[config.mk]
export PLATFORM = sky130hd
export DESIGN_NAME = breaker_failure_timer_logic
export DESIGN_NICKNAME = d
export VERILOG_FILES = /design/src/include/breaker_fail_pkg.sv /design/src/core/breaker_failure_timer_logic.sv
export SDC_FILE = /design/constraint.sdc
export NUM_CORES = 2
export LEC_CHECK = 0
export BUFFER_PORTS_ARGS = -buffer_cell sky130_fd_sc_hd__buf_4
export CAP_MARGIN = 20
export CELL_PAD_IN_SITES_DETAIL_PLACEMENT = 0
export CELL_PAD_IN_SITES_GLOBAL_PLACEMENT = 1
export CORE_ASPECT_RATIO = 0.7
export CORE_MARGIN = 3
export CORE_UTILIZATION = 50
export CTS_BUF_LIST = sky130_fd_sc_hd__clkbuf_16
export DETAILED_ROUTE_END_ITERATION = 10
export PLACE_DENSITY = 0.82
export SLEW_MARGIN = 30
export SYNTH_ARGS = -nofsm -noshare
export SYNTH_HDL_FRONTEND = slang
export SYNTH_SLANG_ARGS = --single-unit
[constraint.sdc]
create_clock -name clk -period 63.9 [get_ports clk]
set_input_delay 9.585 -clock clk [delete_from_list [all_inputs] [get_ports clk]]
set_output_delay 9.585 -clock clk [all_outputs]
set_load 0.005 [all_outputs]
[src/include/breaker_fail_pkg.sv]
// Constants shared by the breaker failure supervision logic.
// Assumes a 32-bit classic Wishbone slave with byte addresses.
package breaker_fail_pkg;

  localparam int DATA_W    = 32;
  localparam int ADDR_W    = 8;
  localparam int N_EV      = 8;
  localparam int LOG_DEPTH = 12;
  localparam int PTR_W     = 4;

  // Register byte offsets
  localparam logic [ADDR_W-1:0] OFS_CTRL         = 8'h00;
  localparam logic [ADDR_W-1:0] OFS_RETRIP_DELAY = 8'h04;
  localparam logic [ADDR_W-1:0] OFS_CBF_DELAY    = 8'h08;
  localparam logic [ADDR_W-1:0] OFS_EVENT_SELECT = 8'h0C;
  localparam logic [ADDR_W-1:0] OFS_STATUS       = 8'h10;
  localparam logic [ADDR_W-1:0] OFS_IRQ_STATUS   = 8'h14;
  localparam logic [ADDR_W-1:0] OFS_IRQ_MASK     = 8'h18;
  localparam logic [ADDR_W-1:0] OFS_COUNT_CLEAR  = 8'h1C;
  localparam logic [ADDR_W-1:0] OFS_CNT_RETRIP   = 8'h20;
  localparam logic [ADDR_W-1:0] OFS_CNT_CBF      = 8'h24;
  localparam logic [ADDR_W-1:0] OFS_CNT_START    = 8'h28;
  localparam logic [ADDR_W-1:0] OFS_CNT_BLOCK    = 8'h2C;
  localparam logic [ADDR_W-1:0] OFS_LOG_INDEX    = 8'h30;
  localparam logic [ADDR_W-1:0] OFS_LOG_DATA     = 8'h34;

  // Control fields
  localparam int CTRL_CRIT_LSB  = 0;
  localparam int CTRL_RETRIP_EN = 2;
  localparam int CTRL_RES_SEL   = 3;
  localparam int CTRL_W         = 4;
  localparam logic [CTRL_W-1:0] CTRL_RST = 4'h4;

  typedef enum logic [1:0] {
    CRIT_CURRENT  = 2'h0,
    CRIT_CUR_AND  = 2'h1,
    CRIT_CUR_OR   = 2'h2,
    CRIT_DIGITAL  = 2'h3
  } crit_t;

  // Event indices, also the order of sticky and mask bits
  localparam int EV_START  = 0;
  localparam int EV_RETRIP = 1;
  localparam int EV_CBF    = 2;
  localparam int EV_BLOCK  = 3;
  localparam int EV_MON    = 4;
  localparam int EV_SIGNAL = 5;
  localparam int EV_PHASE  = 6;
  localparam int EV_RES    = 7;

  // Two select bits per event: ON store, OFF store
  localparam logic [2*N_EV-1:0] EV_SEL_RST = 16'hFFFF;

  // Delay defaults, converted to processing ticks
  localparam int TICK_US           = 5000;
  localparam int RETRIP_DEFAULT_US = 100000;
  localparam int CBF_DEFAULT_US    = 200000;
  localparam int RETRIP_RST_TICKS  = RETRIP_DEFAULT_US / TICK_US;
  localparam int CBF_RST_TICKS     = CBF_DEFAULT_US / TICK_US;

  // Log read window
  localparam int LOG_WORD_LSB = 4;
  localparam int LOG_IDX_W    = 7;
  localparam logic [2:0] LOG_WORD_TIME  = 3'h0;
  localparam logic [2:0] LOG_WORD_ID    = 3'h1;
  localparam logic [2:0] LOG_WORD_CURR  = 3'h2;
  localparam logic [2:0] LOG_WORD_REMAIN = 3'h3;

  // Status layout
  localparam int STAT_FILL_LSB = 8;
  localparam int STAT_PTR_LSB  = 12;

endpackage

[src/core/breaker_failure_timer_logic.sv]
// Breaker failure supervision: pick-up criteria, retrip and failure timers,
// event stream, occurrence counters and a rolling record log.
// Assumes pin inputs are asynchronous, tick and process data are on clk.
//
// The implementer's own choices: the Wishbone slave port and the address map.
`timescale 1ns/1ns
module breaker_failure_timer_logic
  import breaker_fail_pkg::*;
#(
  parameter int CNT_W = 20,
  parameter int CTR_W = 16
)
(
  // Clock and reset
  input  wire logic              clk,
  input  wire logic              rstn,
  // Wishbone slave
  input  wire logic              wb_cyc,
  input  wire logic              wb_stb,
  input  wire logic              wb_we,
  input  wire logic [ADDR_W-1:0] wb_adr,
  input  wire logic [3:0]        wb_sel,
  input  wire logic [DATA_W-1:0] wb_dat_w,
  output logic      [DATA_W-1:0] wb_dat_r,
  output logic                   wb_ack,
  // Protection pins
  input  wire logic              phase_over,
  input  wire logic              residual_over,
  input  wire logic              trip_monitor,
  input  wire logic              digital_in,
  input  wire logic              block_in,
  // Process data
  input  wire logic              cycle_tick,
  input  wire logic [31:0]       time_stamp,
  input  wire logic [15:0]       phase_max_current,
  input  wire logic [15:0]       residual_input_one,
  input  wire logic [15:0]       residual_input_two,
  input  wire logic [2:0]        setting_group,
  // Trip outputs
  output logic                   start_output,
  output logic                   blocked_output,
  output logic                   retrip_output,
  output logic                   breaker_fail_output,
  // Event stream
  output logic                   event_valid,
  output logic [2:0]             event_id,
  output logic                   event_on,
  output logic                   event_store,
  output logic [31:0]            event_time,
  // Interrupt
  output logic                   irq
);

  typedef struct packed {
    logic [31:0] stamp;
    logic [2:0]  id;
    logic [2:0]  group;
    logic [15:0] phase;
    logic [15:0] resid;
    logic [15:0] t_retrip;
    logic [15:0] t_cbf;
  } rec_t;

  typedef struct packed {
    logic [4:0]                  sync1;
    logic [4:0]                  sync2;
    logic [CTRL_W-1:0]           ctrl;
    logic [CNT_W-1:0]            retrip_delay;
    logic [CNT_W-1:0]            cbf_delay;
    logic [2*N_EV-1:0]           ev_sel;
    logic [N_EV-1:0]             irq_stat;
    logic [N_EV-1:0]             irq_mask;
    logic [3:0][CTR_W-1:0]       occ;
    logic [LOG_IDX_W-1:0]        log_index;
    logic [CNT_W-1:0]            rt_cnt;
    logic [CNT_W-1:0]            cb_cnt;
    logic                        start;
    logic                        blocked;
    logic                        retrip;
    logic                        cbf;
    logic [N_EV-1:0]             cond_prev;
    logic [N_EV-1:0]             pend_on;
    logic [N_EV-1:0]             pend_off;
    logic [31:0]                 tick_time;
    logic                        ev_valid;
    logic [2:0]                  ev_id;
    logic                        ev_on;
    logic                        ev_store;
    logic [31:0]                 ev_time;
    rec_t [LOG_DEPTH-1:0]        log;
    logic [PTR_W-1:0]            wr_ptr;
    logic [PTR_W-1:0]            fill;
    logic                        ack;
    logic [DATA_W-1:0]           rdata;
  } state_t;

  state_t s_q;
  state_t s_d;
  logic   rst_meta_q;
  logic   rst_sync_q;

  ////////////////////////////////////////////////////////////////////////
  // Reset release

  always_ff @(posedge clk or negedge rstn)
  begin
    if (!rstn)
    begin
      rst_meta_q <= 1'b0;
      rst_sync_q <= 1'b0;
    end
    else
    begin
      rst_meta_q <= 1'b1;
      rst_sync_q <= rst_meta_q;
    end
  end

  ////////////////////////////////////////////////////////////////////////
  // Helpers

  function automatic logic [DATA_W-1:0] merge(input logic [DATA_W-1:0] old_v,
                                              input logic [DATA_W-1:0] new_v,
                                              input logic [3:0]        sel);
    logic [DATA_W-1:0] r;
    r = old_v;
    for (int b = 0; b < 4; b++)
    begin
      if (sel[b])
        r[8*b +: 8] = new_v[8*b +: 8];
    end
    return r;
  endfunction

  function automatic logic [15:0] remain(input logic [CNT_W-1:0] delay,
                                         input logic [CNT_W-1:0] cnt);
    logic [CNT_W-1:0] d;
    d = (cnt >= delay) ? '0 : delay - cnt;
    return (d > CNT_W'(16'hFFFF)) ? 16'hFFFF : d[15:0];
  endfunction

  ////////////////////////////////////////////////////////////////////////
  // Next state

  logic              ph;
  logic              res;
  logic              mon;
  logic              di;
  logic              blk;
  logic              cur;
  logic              pickup;
  logic              go;
  logic [N_EV-1:0]   cond;
  logic [N_EV-1:0]   rise;
  logic [N_EV-1:0]   fall;
  logic              found;
  logic [2:0]        pick_id;
  logic              pick_on;
  logic [15:0]       resid_sel;
  logic [DATA_W-1:0] wr_word;
  logic              wr_en;
  rec_t              rec;
  logic [PTR_W-1:0]  rd_entry;

  always_comb
  begin
    s_d = s_q;
    found = 1'b0;
    pick_id = 3'h0;
    pick_on = 1'b0;
    rec = '0;
    wr_word = '0;

    s_d.sync1 = {block_in, digital_in, trip_monitor, residual_over, phase_over};
    s_d.sync2 = s_q.sync1;
    ph  = s_q.sync2[0];
    res = s_q.sync2[1];
    mon = s_q.sync2[2];
    di  = s_q.sync2[3];
    blk = s_q.sync2[4];
    cur = ph | res;

    // Pick-up per criterion
    case (crit_t'(s_q.ctrl[CTRL_CRIT_LSB +: 2]))
      CRIT_CURRENT: pickup = cur;
      CRIT_CUR_AND: pickup = cur & mon;
      CRIT_CUR_OR:  pickup = cur | mon;
      CRIT_DIGITAL: pickup = di;
      default:      pickup = 1'b0;
    endcase

    // Blocked pick-up never times and drops an earlier start
    go = pickup & ~blk;
    s_d.start   = go;
    s_d.blocked = pickup & blk;

    // Both timers from one pick-up; cleared the cycle it drops
    if (!go)
    begin
      s_d.rt_cnt = '0;
      s_d.cb_cnt = '0;
    end
    else if (cycle_tick)
    begin
      if (s_q.rt_cnt < s_q.retrip_delay)
        s_d.rt_cnt = s_q.rt_cnt + 1'b1;
      if (s_q.cb_cnt < s_q.cbf_delay)
        s_d.cb_cnt = s_q.cb_cnt + 1'b1;
    end
    s_d.retrip = go & s_q.ctrl[CTRL_RETRIP_EN]
               & (s_q.rt_cnt >= s_q.retrip_delay);
    s_d.cbf = go & (s_q.cb_cnt >= s_q.cbf_delay);

    // Watched conditions
    cond = '0;
    cond[EV_START]  = s_q.start;
    cond[EV_RETRIP] = s_q.retrip;
    cond[EV_CBF]    = s_q.cbf;
    cond[EV_BLOCK]  = s_q.blocked;
    cond[EV_MON]    = mon;
    cond[EV_SIGNAL] = di;
    cond[EV_PHASE]  = ph;
    cond[EV_RES]    = res;
    rise = cycle_tick ? (cond & ~s_q.cond_prev) : '0;
    fall = cycle_tick ? (~cond & s_q.cond_prev) : '0;

    ////////////////////////////////////////////////////////////////////
    // Bus access, applied before hardware sets so that sets win

    s_d.ack = wb_cyc & wb_stb & ~s_q.ack;
    wr_en = wb_cyc & wb_stb & wb_we & s_q.ack;
    if (wr_en)
    begin
      case ({wb_adr[ADDR_W-1:2], 2'b00})
        OFS_CTRL:
        begin
          wr_word = merge(DATA_W'(s_q.ctrl), wb_dat_w, wb_sel);
          s_d.ctrl = wr_word[CTRL_W-1:0];
        end
        OFS_RETRIP_DELAY:
        begin
          wr_word = merge(DATA_W'(s_q.retrip_delay), wb_dat_w, wb_sel);
          s_d.retrip_delay = wr_word[CNT_W-1:0];
        end
        OFS_CBF_DELAY:
        begin
          wr_word = merge(DATA_W'(s_q.cbf_delay), wb_dat_w, wb_sel);
          s_d.cbf_delay = wr_word[CNT_W-1:0];
        end
        OFS_EVENT_SELECT:
        begin
          wr_word = merge(DATA_W'(s_q.ev_sel), wb_dat_w, wb_sel);
          s_d.ev_sel = wr_word[2*N_EV-1:0];
        end
        OFS_IRQ_STATUS:
        begin
          if (wb_sel[0])
            s_d.irq_stat = s_q.irq_stat & ~wb_dat_w[N_EV-1:0];
        end
        OFS_IRQ_MASK:
        begin
          if (wb_sel[0])
            s_d.irq_mask = wb_dat_w[N_EV-1:0];
        end
        OFS_COUNT_CLEAR:
        begin
          for (int k = 0; k < 4; k++)
          begin
            if (wb_sel[0] && wb_dat_w[k])
              s_d.occ[k] = '0;
          end
        end
        OFS_LOG_INDEX:
        begin
          if (wb_sel[0])
            s_d.log_index = wb_dat_w[LOG_IDX_W-1:0];
        end
        default:
        begin
          s_d.ack = 1'b0;
        end
      endcase
      s_d.ack = 1'b0;
    end

    ////////////////////////////////////////////////////////////////////
    // Edge capture once per tick

    if (cycle_tick)
    begin
      s_d.cond_prev = cond;
      s_d.tick_time = time_stamp;
    end
    s_d.irq_stat = s_d.irq_stat | rise;
    if (rise[EV_RETRIP])
      s_d.occ[0] = s_d.occ[0] + 1'b1;
    if (rise[EV_CBF])
      s_d.occ[1] = s_d.occ[1] + 1'b1;
    if (rise[EV_START])
      s_d.occ[2] = s_d.occ[2] + 1'b1;
    if (rise[EV_BLOCK])
      s_d.occ[3] = s_d.occ[3] + 1'b1;

    // One event out per cycle, ON before OFF, lowest index first
    for (int i = N_EV - 1; i >= 0; i--)
    begin
      if (s_q.pend_off[i])
      begin
        found = 1'b1;
        pick_id = 3'(i);
        pick_on = 1'b0;
      end
    end
    for (int i = N_EV - 1; i >= 0; i--)
    begin
      if (s_q.pend_on[i])
      begin
        found = 1'b1;
        pick_id = 3'(i);
        pick_on = 1'b1;
      end
    end
    s_d.ev_valid = found;
    if (found)
    begin
      s_d.ev_id = pick_id;
      s_d.ev_on = pick_on;
      s_d.ev_time = s_q.tick_time;
      s_d.ev_store = s_q.ev_sel[{pick_id, ~pick_on}];
      if (pick_on)
        s_d.pend_on[pick_id] = 1'b0;
      else
        s_d.pend_off[pick_id] = 1'b0;
    end
    s_d.pend_on  = s_d.pend_on | rise;
    s_d.pend_off = s_d.pend_off | fall;

    ////////////////////////////////////////////////////////////////////
    // Record log

    resid_sel = s_q.ctrl[CTRL_RES_SEL] ? residual_input_two : residual_input_one;
    if (found && pick_on)
    begin
      rec.stamp    = s_q.tick_time;
      rec.id       = pick_id;
      rec.group    = setting_group;
      rec.phase    = phase_max_current;
      rec.resid    = resid_sel;
      rec.t_retrip = remain(s_q.retrip_delay, s_q.rt_cnt);
      rec.t_cbf    = remain(s_q.cbf_delay, s_q.cb_cnt);
      s_d.log[s_q.wr_ptr] = rec;
      s_d.wr_ptr = (s_q.wr_ptr == PTR_W'(LOG_DEPTH - 1)) ? '0
                 : s_q.wr_ptr + 1'b1;
      if (s_q.fill != PTR_W'(LOG_DEPTH))
        s_d.fill = s_q.fill + 1'b1;
    end

    ////////////////////////////////////////////////////////////////////
    // Read data, taken with the ack

    rd_entry = s_q.log_index[PTR_W-1:0];
    s_d.rdata = '0;
    case ({wb_adr[ADDR_W-1:2], 2'b00})
      OFS_CTRL:         s_d.rdata = DATA_W'(s_q.ctrl);
      OFS_RETRIP_DELAY: s_d.rdata = DATA_W'(s_q.retrip_delay);
      OFS_CBF_DELAY:    s_d.rdata = DATA_W'(s_q.cbf_delay);
      OFS_EVENT_SELECT: s_d.rdata = DATA_W'(s_q.ev_sel);
      OFS_STATUS:
      begin
        s_d.rdata[N_EV-1:0] = cond;
        s_d.rdata[STAT_FILL_LSB +: PTR_W] = s_q.fill;
        s_d.rdata[STAT_PTR_LSB +: PTR_W] = s_q.wr_ptr;
      end
      OFS_IRQ_STATUS:   s_d.rdata = DATA_W'(s_q.irq_stat);
      OFS_IRQ_MASK:     s_d.rdata = DATA_W'(s_q.irq_mask);
      OFS_CNT_RETRIP:   s_d.rdata = DATA_W'(s_q.occ[0]);
      OFS_CNT_CBF:      s_d.rdata = DATA_W'(s_q.occ[1]);
      OFS_CNT_START:    s_d.rdata = DATA_W'(s_q.occ[2]);
      OFS_CNT_BLOCK:    s_d.rdata = DATA_W'(s_q.occ[3]);
      OFS_LOG_INDEX:    s_d.rdata = DATA_W'(s_q.log_index);
      OFS_LOG_DATA:
      begin
        if (rd_entry < PTR_W'(LOG_DEPTH))
        begin
          case (s_q.log_index[LOG_WORD_LSB +: 3])
            LOG_WORD_TIME:   s_d.rdata = s_q.log[rd_entry].stamp;
            LOG_WORD_ID:     s_d.rdata = {24'h0, 2'h0, s_q.log[rd_entry].group,
                                          s_q.log[rd_entry].id};
            LOG_WORD_CURR:   s_d.rdata = {s_q.log[rd_entry].resid,
                                          s_q.log[rd_entry].phase};
            LOG_WORD_REMAIN: s_d.rdata = {s_q.log[rd_entry].t_cbf,
                                          s_q.log[rd_entry].t_retrip};
            default:         s_d.rdata = '0;
          endcase
        end
      end
      default:          s_d.rdata = '0;
    endcase
    if (!s_d.ack)
      s_d.rdata = '0;
  end

  ////////////////////////////////////////////////////////////////////////
  // State register

  always_ff @(posedge clk or negedge rst_sync_q)
  begin
    if (!rst_sync_q)
    begin
      s_q              <= '0;
      s_q.ctrl         <= CTRL_RST;
      s_q.retrip_delay <= CNT_W'(RETRIP_RST_TICKS);
      s_q.cbf_delay    <= CNT_W'(CBF_RST_TICKS);
      s_q.ev_sel       <= EV_SEL_RST;
    end
    else
    begin
      s_q <= s_d;
    end
  end

  ////////////////////////////////////////////////////////////////////////
  // Outputs

  assign wb_dat_r            = s_q.rdata;
  assign wb_ack              = s_q.ack;
  assign start_output        = s_q.start;
  assign blocked_output      = s_q.blocked;
  assign retrip_output       = s_q.retrip;
  assign breaker_fail_output = s_q.cbf;
  assign event_valid         = s_q.ev_valid;
  assign event_id            = s_q.ev_id;
  assign event_on            = s_q.ev_on;
  assign event_store         = s_q.ev_store;
  assign event_time          = s_q.ev_time;
  assign irq                 = |(s_q.irq_stat & s_q.irq_mask);

endmodule

==> flow_summary.toml <==
[pwr]
ir_drop_v = 0.0000335
power.leakage_nw = 37.3
power.density_mw_per_mm2 = 42.4

[placement]
dp_cells = 8768
place_hpwl_um = 146000
gp_congestion = 0.921
io_buffers = 198

[clock_tree]
htree_levels = 4
cts_tree = "built"
post_cts_resized = 0
clkSinkCount = 1562
root_buffer = "clkbuf_16"
cts_made_buffers = 154
postCtsHoldBufs = 0
cts_setup_buffers = 0
clock_path_buffers = 3
clk_pin_slew_worst_paths_ns = 0.06
clock_latency_ns = 0.79

[layout]
drive_gt1_share_pct = 15.1
n_fill_cell = 12407
syn_to_final_growth_pct = 10.1
final_cells = 9059
fin_nets = 7231

[floorplan]
fp.dieH_um = 325
pin_count = 214
start_util_pct = 50.6
core_region_area_sq_mm = 0.144
fp.dieW_um = 462
num_rows = 116
die_area_sq_mm = 0.150

[critical_path]
crit_path_frequent_cell = "nor2_1"
cp_slowest_stage_delay_ns = 0.66
critPathMaxFanout = 9
crit_arrival_ns = 13.08
crit_slowest_cell = "nor3_1"
crit-reg2reg-launch = "rd_entry[0]"
ff2ff_path_depth = 7
reg2reg_to = "wb_dat_r[23]"
r2r_slack_ns = 58.74
worstSetupEndpointType = "flip-flop"
cp_cell_sequence = "buf_4 > nor2_1 > nand3b_1 > nor3_1 > nand2_1 > and2_1 > ha_1 > nand4b_1 > nor2_1 > and3_1 > nand3_1 > xor2_1 > nor2_1"
start_kind = "primary input"
crit_start = "wb_adr[7]"
cp-endpoint = "s_q[1438]"
cp_data_required_time_ns = 64.56
crit_type = "primary input to flip-flop"

[global_route]
grt_pass1_vias = 54149
grt_overflow_total = 0
grt_usage_pct = 31.0
antenna_found_initial = 7
grt_pass1_wl_um = 352000
grt_max_degree = 193

[detailed_routing]
wirelength_um = 233000
wire_per_inst_um = 25.7
vias_per_cell = 6.12
ant_nets = 0
drc = 0
first_iter_violations = 7260
drt_first_pass_iters = 9
vias = 55480

[timing]
min_period_ns = 12.42
drv_slew = 0
worst_pin_slew_ns = 1.21
fin_crit_sh_pct = 19.4
hold_viol = 0
rsz0062_at_grt = "no"
setup_viol = 0
slew_headroom_pct = 19.2
skew_ns = 0.0295
fin_tns_setup_ns = 0
fmax_mhz = 80.5

[hold_path]
min_path_type = "flip-flop to async pin"

[synth]
syn_area_sq_mm = 0.0727
avgSynthCellArea_sq_um = 10.1
yosysUniqueCellTypes = 74
synthFlopType = "dfrtp_1"
synth_cells = 7206
synthArstFlopShare_pct = 100
synthesis.nets = 7398
synth_edf_count = 0
seq_area_frac_synth_pct = 53.8
synth_warnings = 0
ys_seq_elements = 1562

[job]
maxCapViolations = 0

[outcome]
status = "finished clean"
[logic make-up after synthesis]
group | synth area share, %
adder cells (fa/ha/maj) | 0.950
multiplexers | 13.5
AO/OA/AOI/OAI | 9.65
flip-flops | 53.8
buffers and inverters | 4.10
AND/OR/NAND/NOR | 16.6
other | 0.00516
XOR/XNOR | 1.45
[Yosys cell counts (13+ instances only)]
cell type,n,share of area [%]
a22oi_1,61,0.63
nor3_1,22,0.15
inv_1,71,0.37
a31oi_1,144,1.2
clkbuf_1,429,2.2
and3_1,37,0.32
mux4_2,312,9.7
ha_1,52,0.90
buf_4,77,0.80
nand2_1,2380,12
xnor2_1,65,0.78
nand3_1,96,0.66
buf_1,93,0.48
buf_2,25,0.17
o21ai_0,535,3.7
xor2_1,55,0.66
dfstp_2,21,0.76
and2_1,29,0.25
a221oi_1,25,0.30
nand4_1,26,0.22
dfrtp_1,1541,53
mux2_2,157,2.4
o21a_1,13,0.13
o221ai_1,25,0.30
a22o_1,19,0.23
a21o_1,22,0.23
a311oi_1,72,0.87
mux2i_1,100,1.4
nor2_1,371,1.9
a21oi_1,155,1.1
o22ai_1,41,0.35
[per-stage QoR]
step / power [mW] / worst slack [ns] / hold slack [ns] / instance area (sq um) / utilization [%]
2_1_floorplan: 2.16 / 17.17 / 0.331 / 72700 / -
3_3_place_gp: 2.44 / 50.95 / 0.336 / 74900 / 52.1
3_5_place_dp: 2.49 / 50.90 / 0.336 / 75000 / 52.2
4_1_cts: 3.38 / 51.64 / 0.350 / 79800 / 55.6
5_1_grt: 3.58 / 51.29 / 0.261 / 80000 / 55.7
6_report: 3.39 / 51.48 / 0.231 / 80000 / 55.7
[critical path: cells and delay by family]
family	cells	cell delay [ns]
xor gates and xnor gates	1	0.17
buffers and inverters	1	0.11
adders and majority gates	1	0.20
and+or+nand+nor	10	3.01
[sequential cells by signal (all words and copies together) (netlist names)]
name                 flops
blk                      1
blocked_output           1
breaker_fail_output      1
cond                     4
event_id                 3
event_on                 1
event_store              1
event_time              32
event_valid              1
rd_entry                 4
retrip_output            1
rst_meta_q               1
rst_sync_q               1
s_d                      5
s_q                   1471
start_output             1
wb_ack                   1
wb_dat_r                32
[metal layers]
layer	vias up	wire length, um	global-route usage (%)
li1	24184	-	-
met1	28183	98700	45.3
met2	2721	98900	44.0
met3	392	26600	9.77
met4	0	8360	10.2
met5	-	0	0
[where the power goes]
| part | switching (mW) | internal (mW) | total (mW) |
|---|---|---|---|
| Clock | 0.401 | 0.487 | 0.888 |
| Sequential | 0.202 | 1.35 | 1.55 |
| Combinational | 0.596 | 0.358 | 0.954 |
[how the worst min path moves through the flow]
stage	slack [ns]	end
after floorplan	0.33	blk
after global placement	0.34	cond[4]
after detailed placement	0.34	cond[7]
after CTS	0.35	cond[7]
after global routing	0.26	s_q[727]
final	0.23	s_q[115]
[area by class of cell]
cell class | instances | area (sq um) | share of cell area (%)
timing repair buffer | 311 | 2540 | 3.17
inverter | 72 | 275 | 0.344
clock buffer | 159 | 3980 | 4.97
antenna | 5 | 12.5 | 0.0156
tap | 1888 | 2360 | 2.95
sequential | 1562 | 39100 | 48.9
multi-input combinational | 4938 | 30900 | 38.6
clock inverter | 124 | 838 | 1.05
[layout by cell type (no fill, tap or decap), types with 72 or more instances in the layout]
master	netlist	final
inv_1	71	110
dfrtp_1	1541	1536
o21ai_0	535	532
a21oi_1	155	154
a31oi_1	144	144
mux2_2	157	157
mux4_2	312	312
a311oi_1	72	72
nand3_1	96	96
mux2i_1	100	93
nor2_1	371	368
buf_4	77	289
clkbuf_16	0	159
nand2_1	2380	2367
(Power assumes the default switching activity.)
